--- config.mk ---
export PLATFORM = sky130hd
export DESIGN_NAME = cache_dma_response_framer_flat
export DESIGN_NICKNAME = d
export VERILOG_FILES = /design/src/dma_resp_pkg.sv /design/src/resp_link_if.sv /design/src/cache_dma_response_framer.sv /design/src/flat_wrapper.sv
export SDC_FILE = /design/constraint.sdc
export NUM_CORES = 1
export LEC_CHECK = 0
export ABC_CLOCK_PERIOD_IN_PS = 56100
export BUFFER_PORTS_ARGS = -buffer_cell sky130_fd_sc_hd__buf_2
export CAP_MARGIN = 20
export CORE_AREA = 2 2 227 229
export DETAILED_ROUTE_END_ITERATION = 6
export DIE_AREA = 0 0 229 231
export PLACE_DENSITY = 0.84
export SLEW_MARGIN = 20
export SYNTH_ARGS = -nofsm -noshare
export SYNTH_HDL_FRONTEND = slang
export SYNTH_SLANG_ARGS = --single-unit
--- constraint.sdc ---
create_clock -name clk_sys_i -period 56.1 [get_ports clk_sys_i]
set_input_delay 11.22 -clock clk_sys_i [delete_from_list [all_inputs] [get_ports clk_sys_i]]
set_output_delay 11.22 -clock clk_sys_i [all_outputs]
set_load 0.005 [all_outputs]
--- src/dma_resp_pkg.sv ---
// package for the cache DMA response framer and its outbound receiver
// assumes both ends and the link carrier import it whole
package dma_resp_pkg;

    // ==========================================================
    // packet geometry
    localparam int WORD_W      = 32;  // one link word per clock
    localparam int LINE_WORDS  = 16;  // 64-byte line in 32-bit words
    localparam int STORE_DUMMY = 8;   // dummy cycles after a store header
    localparam int PAD_CYCLES  = 8;   // quiet cycles after a store response
    localparam int PKT_WORDS   = 17;  // header plus longest body
    localparam int FIFO_DEPTH  = 32;  // receive buffer depth
    localparam int ROOM_SLACK  = 2;   // words in flight behind the room flag
    localparam int CHECK_W     = 6;   // tag check bits

    // ==========================================================
    // header word field positions
    localparam int HDR_TEST_BIT  = 31;  // test-controller access
    localparam int HDR_ORD_BIT   = 23;  // ordered queue
    localparam int HDR_POST_BIT  = 22;  // posted
    localparam int HDR_ERR_BIT   = 21;  // error carried from request
    localparam int HDR_SRC_BIT   = 20;  // 1 pcie dma unit, 0 network dma
    localparam int HDR_CBO_LSB   = 17;  // critical byte offset [19:17]
    localparam int HDR_READ_BIT  = 16;  // read indicator
    localparam int HDR_TAG_LSB   = 0;   // tag [15:0]

    // ==========================================================
    // reset values
    localparam logic [WORD_W-1:0]  WORD_RST  = 32'h0000_0000;
    localparam logic [CHECK_W-1:0] CHECK_RST = 6'h00;

    // ==========================================================
    // tag check bit masks, one parity group per check bit
    localparam logic [15:0] CHECK_MASK [CHECK_W] = '{
        16'hAD5B, 16'h366D, 16'hC78E, 16'h07F0, 16'hF800, 16'hFFFF
    };

    // parity over each masked group of the tag
    function automatic logic [CHECK_W-1:0] tag_check(input logic [15:0] tag);
        logic [CHECK_W-1:0] c;
        c = CHECK_RST;
        for (int i = 0; i < CHECK_W; i++) begin
            c[i] = ^(tag & CHECK_MASK[i]);
        end
        return c;
    endfunction : tag_check

    // ==========================================================
    // framer states
    typedef enum logic [2:0] {
        ST_IDLE = 3'b000,
        ST_HEAD = 3'b001,
        ST_BODY = 3'b010,
        ST_PAD  = 3'b011
    } frame_state_e;

endpackage : dma_resp_pkg

--- src/resp_link_if.sv ---
// carrier joining the response framer to the outbound receiver
// assumes one clock shared by both ends
`timescale 1ns/1ps
`default_nettype none
interface resp_link_if;
    import dma_resp_pkg::*;

    logic                 sop;        // header cycle marker
    logic                 data_valid; // payload word qualifier
    logic [WORD_W-1:0]    data;       // header or payload word
    logic [CHECK_W-1:0]   check;      // tag check bits, header cycle
    logic                 fatal;      // cache fatal error flag, header cycle
    logic                 busy;       // a packet is on the link
    logic                 room;       // receiver can take a whole packet

    // ==========================================================
    // one modport per party
    modport dev_end  (output sop, data_valid, data, check, fatal, busy, input  room);
    modport host_end (input  sop, data_valid, data, check, fatal, busy, output room);
endinterface : resp_link_if
`default_nettype wire

--- src/cache_dma_response_framer.sv ---
// shared cache end: frames DMA responses onto the outbound link
// assumes requests arrive with their line already read and the
// receiver keeps room high only when a whole packet fits
//
// Functional notes
// - line read returns 64 bytes, critical first
// - first word chosen by address bits 5:2
// - ascending words, wrap to line start
// - read header bit 16 is one
// - header echoes the 16-bit tag unchanged
// - read header echoes address bits 2:0
// - ordered, posted, source copied back unchanged
// - receiver forwards read error downstream
// - header carries cache fatal error flag
// - header carries check bits over tag
// - header carries test-access flag
// - legal read: not posted, offset zero
// - store response: header plus eight dummies
// - eight pad cycles after store response
// - receiver drops posted store responses
// - store error forwarded only when not posted
// - store header bits 19:16 are zero
// - legal pcie store: posted and ordered
// - ordered and posted flag meanings kept
`timescale 1ns/1ps
`default_nettype none
module cache_dma_response_framer
    import dma_resp_pkg::*;
#(
    parameter int LINE_W = 512
) (
    input  wire logic              clk_sys_i,     // system clock
    input  wire logic              rst_i,         // async reset
    input  wire logic              req_valid_i,   // response request
    output logic                   req_ready_o,   // framer can take one
    input  wire logic              req_read_i,    // 1 line read, 0 full line store
    input  wire logic [5:0]        req_addr_i,    // physical address bits 5:0
    input  wire logic [15:0]       req_tag_i,     // transaction tag
    input  wire logic              req_ordered_i, // ordered queue flag
    input  wire logic              req_posted_i,  // posted flag
    input  wire logic              req_source_i,  // 1 pcie dma, 0 network dma
    input  wire logic              req_error_i,   // error carried from request
    input  wire logic              req_test_i,    // test-controller access
    input  wire logic              req_fatal_i,   // cache detected fatal error
    input  wire logic [LINE_W-1:0] req_line_i,    // cache line, word 0 lowest
    resp_link_if.dev_end           link           // outbound link
);

    // ==========================================================
    // captured request
    frame_state_e          state;
    logic                  is_read;
    logic [3:0]            first_word;
    logic [2:0]            crit_offset;
    logic [15:0]           tag;
    logic                  ordered;
    logic                  posted;
    logic                  source;
    logic                  error;
    logic                  test_acc;
    logic                  fatal;
    logic [LINE_W-1:0]     line;
    logic [3:0]            beat;
    logic [3:0]            word_idx;
    logic [WORD_W-1:0]     header;
    logic                  accept;

    // output flops feeding the link
    logic                  sop;
    logic                  data_valid;
    logic [WORD_W-1:0]     data;
    logic [CHECK_W-1:0]    check;
    logic                  fatal_out;
    logic                  busy;

    // ==========================================================
    // request handshake
    assign accept = req_valid_i && req_ready_o;

    // current payload word: start word plus beat, wrapping mod 16
    assign word_idx = first_word + beat;

    // ==========================================================
    // header word assembly
    always_comb begin
        header                = WORD_RST;
        header[HDR_TEST_BIT]  = test_acc;
        header[HDR_ORD_BIT]   = ordered;
        header[HDR_POST_BIT]  = posted;
        header[HDR_ERR_BIT]   = error;
        header[HDR_SRC_BIT]   = source;
        header[HDR_TAG_LSB +: 16] = tag;
        if (is_read) begin
            header[HDR_CBO_LSB +: 3] = crit_offset;
            header[HDR_READ_BIT]     = 1'b1;
        end else begin
            header[HDR_CBO_LSB +: 3] = 3'h0;
            header[HDR_READ_BIT]     = 1'b0;
        end
    end

    // ==========================================================
    // request capture; flags are stored, never interpreted
    always_ff @(posedge clk_sys_i or posedge rst_i) begin
        if (rst_i) begin
            is_read     <= 1'b0;
            first_word  <= 4'h0;
            crit_offset <= 3'h0;
            tag         <= 16'h0000;
            ordered     <= 1'b0;
            posted      <= 1'b0;
            source      <= 1'b0;
            error       <= 1'b0;
            test_acc    <= 1'b0;
            fatal       <= 1'b0;
            line        <= '0;
        end else if (accept) begin
            is_read     <= req_read_i;
            first_word  <= req_addr_i[5:2];
            crit_offset <= req_addr_i[2:0];
            tag         <= req_tag_i;
            ordered     <= req_ordered_i;
            posted      <= req_posted_i;
            source      <= req_source_i;
            error       <= req_error_i;
            test_acc    <= req_test_i;
            fatal       <= req_fatal_i;
            line        <= req_line_i;
        end
    end

    // ==========================================================
    // sequencing: idle, header, body, pad
    always_ff @(posedge clk_sys_i or posedge rst_i) begin
        if (rst_i) begin
            state <= ST_IDLE;
            beat  <= 4'h0;
        end else begin
            case (state)
                ST_IDLE: begin
                    beat <= 4'h0;
                    if (accept) begin
                        state <= ST_HEAD;
                    end
                end
                ST_HEAD: begin
                    state <= ST_BODY;
                end
                ST_BODY: begin
                    beat <= beat + 4'h1;
                    if (is_read && beat == 4'(LINE_WORDS - 1)) begin
                        state <= ST_IDLE;
                    end else if (!is_read && beat == 4'(STORE_DUMMY - 1)) begin
                        state <= ST_PAD;
                        beat  <= 4'h0;
                    end
                end
                ST_PAD: begin
                    beat <= beat + 4'h1;
                    if (beat == 4'(PAD_CYCLES - 1)) begin
                        state <= ST_IDLE;
                        beat  <= 4'h0;
                    end
                end
                default: begin
                    state <= ST_IDLE;
                    beat  <= 4'h0;
                end
            endcase
        end
    end

    // ==========================================================
    // request ready: only when idle and the receiver has room
    always_ff @(posedge clk_sys_i or posedge rst_i) begin
        if (rst_i) begin
            req_ready_o <= 1'b0;
        end else begin
            req_ready_o <= (state == ST_IDLE) && !accept && link.room;
        end
    end

    // ==========================================================
    // link word drive, one word per clock
    always_ff @(posedge clk_sys_i or posedge rst_i) begin
        if (rst_i) begin
            sop        <= 1'b0;
            data_valid <= 1'b0;
            data       <= WORD_RST;
            check      <= CHECK_RST;
            fatal_out  <= 1'b0;
            busy       <= 1'b0;
        end else begin
            sop        <= 1'b0;
            data_valid <= 1'b0;
            data       <= WORD_RST;
            check      <= CHECK_RST;
            fatal_out  <= 1'b0;
            busy       <= 1'b0;
            case (state)
                ST_HEAD: begin
                    sop       <= 1'b1;
                    data      <= header;
                    check     <= tag_check(tag);
                    fatal_out <= fatal;
                    busy      <= 1'b1;
                end
                ST_BODY: begin
                    busy <= 1'b1;
                    if (is_read) begin
                        data_valid <= 1'b1;
                        data       <= line[word_idx*WORD_W +: WORD_W];
                    end
                    // store dummies stay invalid with zero data
                end
                default: begin
                    busy <= 1'b0;
                end
            endcase
        end
    end

    // ==========================================================
    // link outputs straight from the flops above
    assign link.sop        = sop;
    assign link.data_valid = data_valid;
    assign link.data       = data;
    assign link.check      = check;
    assign link.fatal      = fatal_out;
    assign link.busy       = busy;

endmodule : cache_dma_response_framer
`default_nettype wire

--- src/flat_wrapper.sv ---
// flat-port wrapper written by rule: the top's interface ports become plain ports
module cache_dma_response_framer_flat import dma_resp_pkg::*;
#(
    parameter int LINE_W = 512
)
  (clk_sys_i, rst_i, req_valid_i, req_ready_o, req_read_i, req_addr_i, req_tag_i, req_ordered_i, req_posted_i, req_source_i, req_error_i, req_test_i, req_fatal_i, req_line_i, link_sop, link_data_valid, link_data, link_check, link_fatal, link_busy, link_room);
  resp_link_if link_i ();
  input  wire logic clk_sys_i;
  input  wire logic rst_i;
  input  wire logic req_valid_i;
  output logic req_ready_o;
  input  wire logic req_read_i;
  input  wire logic [5:0] req_addr_i;
  input  wire logic [15:0] req_tag_i;
  input  wire logic req_ordered_i;
  input  wire logic req_posted_i;
  input  wire logic req_source_i;
  input  wire logic req_error_i;
  input  wire logic req_test_i;
  input  wire logic req_fatal_i;
  input  wire logic [LINE_W-1:0] req_line_i;
  output wire logic [$bits(link_i.sop)-1:0] link_sop;
  output wire logic [$bits(link_i.data_valid)-1:0] link_data_valid;
  output wire logic [$bits(link_i.data)-1:0] link_data;
  output wire logic [$bits(link_i.check)-1:0] link_check;
  output wire logic [$bits(link_i.fatal)-1:0] link_fatal;
  output wire logic [$bits(link_i.busy)-1:0] link_busy;
  input wire logic [$bits(link_i.room)-1:0] link_room;
  assign link_sop = link_i.sop;
  assign link_data_valid = link_i.data_valid;
  assign link_data = link_i.data;
  assign link_check = link_i.check;
  assign link_fatal = link_i.fatal;
  assign link_busy = link_i.busy;
  assign link_i.room = link_room;
  cache_dma_response_framer #(.LINE_W(LINE_W)) u_core (.clk_sys_i(clk_sys_i), .rst_i(rst_i), .req_valid_i(req_valid_i), .req_ready_o(req_ready_o), .req_read_i(req_read_i), .req_addr_i(req_addr_i), .req_tag_i(req_tag_i), .req_ordered_i(req_ordered_i), .req_posted_i(req_posted_i), .req_source_i(req_source_i), .req_error_i(req_error_i), .req_test_i(req_test_i), .req_fatal_i(req_fatal_i), .req_line_i(req_line_i), .link(link_i));
endmodule
==> impl_metrics.toml <==
[grt]
grt_pass1_vias = 18000
grt_pass1_wl_microns = 104000
grt_util_all_layers = 0.259
grt_max_degree = 205
grt_antenna_before_repair = 49
overflow = 0

[final_layout]
fillers = 3715
fin_util = 0.629
area_delta_synth_final_pct = 21.8
fin_nets = 2719
layout_commonest_cell = "dfrtp_1"
layout_common_cells = "dfrtp_1, buf_2, mux2_2"
final_cell_area_sq_mm = 0.0319
drive_gt1_frac = 0.625

[pwr]
p_switching_uw = 760
power_density_mw_per_mm2 = 69.6
total_power_uw = 2220
vdd_ir_drop_max_mv = 0.0509
clkPwrFrac = 0.189
p_leak_uw = 0.0147
pwr-share-comb = 0.470
swShare = 0.343
seqPwrFrac = 0.342
p_int_uw = 1460

[place]
place_hpwl_microns = 49500
postPlaceCellArea_sq_mm = 0.0296
finalWeightedCongestion = 0.882
portBuffers = 587

[sta]
hold_viol_final = 0
max_freq_mhz = 71.5
tightest_slew_ps = 1090
maxSlewViolCount = 0
holdWs_ps = 496
clock_skew_ps = 19.7
relSlewSlack = 0.275
finalSetupViolCount = 0
final.setup.tns_ps = 0
fin_crit_sh = 0.249
rsz0062_at_grt = "false"
layout_min_cycle_time_ps = 13980

[clock_tree]
cts_sinks = 590
cts_tree = "yes"
hold_buffers = 0
worstSkewPairLatency_ps = 600
ctsRootBufferMaster = "clkbuf_16"
cts_setup_buffers = 0
htree_levels = 2
cts_made_buffers = 59
cts_resized = 0
cts.clk_slew.worst_paths_ps = 60
cts_max_path_buffers = 3

[hold_path]
hold_class = "register to register"
hold_path_depth = 1
min-delay-start = "u_core.fatal"
min_to = "u_core.link.fatal"

[die]
io_pins = 588
fp.dieH_microns = 231
rows = 83
start_util = 0.516
core_area_sq_mm = 0.0507
die_area_sq_mm = 0.0529
die_x_microns = 229

[flow_run]
max_cap_violations = 0

[worst_setup_path]
worstPathArrival_ps = 14460
regToRegEndpoint = "u_core.link.data[17]"
reg2reg_from = "u_core.beat[0]"
crit_type = "input pin to register"
rr_worst_depth = 7
start_kind = "input pin"
crit_path_end_kind = "register"
cp.required_ps = 56580
ff2ff_setup_slack_ps = 51840
path_max_fanout = 184

[synth]
synthArstFlopShare = 1.00
synth_cell_types = 34
yosysSeqAreaShare = 0.564
synth_edf_count = 0
synthCells = 1608
avgSynthCellArea_sq_um = 16.3
yosysWarnings = 0
synthFlopType = "dfrtp_1"
ys_seq_elements = 590
syn_area_sq_mm = 0.0262
syn_nets = 2162

[outcome]
status = "finished, final reports clean"

[route]
post_drt_wl_per_cell_microns = 23.5
drt_wl_total_microns = 68900
vias_per_cell = 5.57
drc = 0
drt_pass1_iterations = 5
drt_iter0_drc = 992
vias = 16300
ant_nets = 0
[worst max path at each step]
stage,startpoint,endpoint
global placement,rst_i,u_core.line[315]
CTS,rst_i,u_core.line[310]
finish,req_valid_i,u_core.line[321]
global route,rst_i,u_core.line[281]
floorplan,rst_i,u_core.beat[0]
detailed placement,rst_i,u_core.line[315]
[cells by family (layout without fill, tap and decap cells)]
logic type / after synthesis / count (layout) / synth area share
other cells: 0 / 34 / 0
simple gates: 74 / 74 / 0.0127
xor+xnor: 34 / 34 / 0.0125
mux: 731 / 731 / 0.367
buf+inv: 115 / 718 / 0.0216
fa+ha+maj: 9 / 9 / 0.00459
flops: 590 / 590 / 0.564
compound gates: 55 / 55 / 0.0174
[power by group through the flow]
stage | Combinational (uW) | Clock [uW] | Sequential [uW]
floorplan | 809 | 0 | 716
detailed placement | 1060 | 0 | 760
CTS | 1070 | 426 | 755
global placement | 1040 | 0 | 742
global route | 1120 | 444 | 780
finish | 1040 | 418 | 759
[area by class of cell]
class	instances	area, sq um	area share
antenna	34	85.1	0.00267
clock buffer	87	1770	0.0557
clock inverter	20	315	0.00989
inverter	4	22.5	0.000707
sequential	590	14800	0.463
tap	680	851	0.0267
timing repair buffer	607	3170	0.0993
multi-input combinational	903	10900	0.342
[per-stage QoR]
stage	worst slack (ps)	cells
after CTS	42080	2889
after global routing	41600	2919
after floorplan	28370	1608
final	42120	2925
after global placement	41540	2782
after detailed placement	41410	2782
[critical path: stages]
cell     delay [ps]
buf_2           120
nand2_4         670
buf_4           930
buf_12          670
mux2_2          430
[metal layers]
layer,GRT usage,share of wire
met3,0.0765,0.073
met5,0,0.0028
met1,0.296,0.36
met2,0.455,0.53
met4,0.105,0.038
[synth_stat cells (5+ instances only)]
master / count / area [sq um]
nor2b_1: 7 / 43.8
a21oi_1: 5 / 25.0
xnor2_1: 25 / 219
buf_2: 34 / 170
buf_4: 18 / 135
mux2_2: 542 / 6100
buf_1: 10 / 37.5
clkbuf_1: 46 / 173
and2_1: 8 / 50.1
mux2i_1: 61 / 611
xor2_1: 6 / 52.6
a32o_1: 25 / 250
nand2_1: 50 / 188
dfrtp_1: 590 / 14800
mux4_2: 128 / 2880
a211oi_1: 14 / 105
ha_1: 8 / 100
[flip-flops by register name, indices dropped and copies added (netlist names), 2 cells and up]
name	flops
u_core.beat	4
u_core.crit_offset	2
u_core.first_word	4
u_core.line	512
u_core.link.check	6
u_core.link.data	32
u_core.state	2
u_core.tag	16
Note: power is estimated with default switching activity, not from simulation.
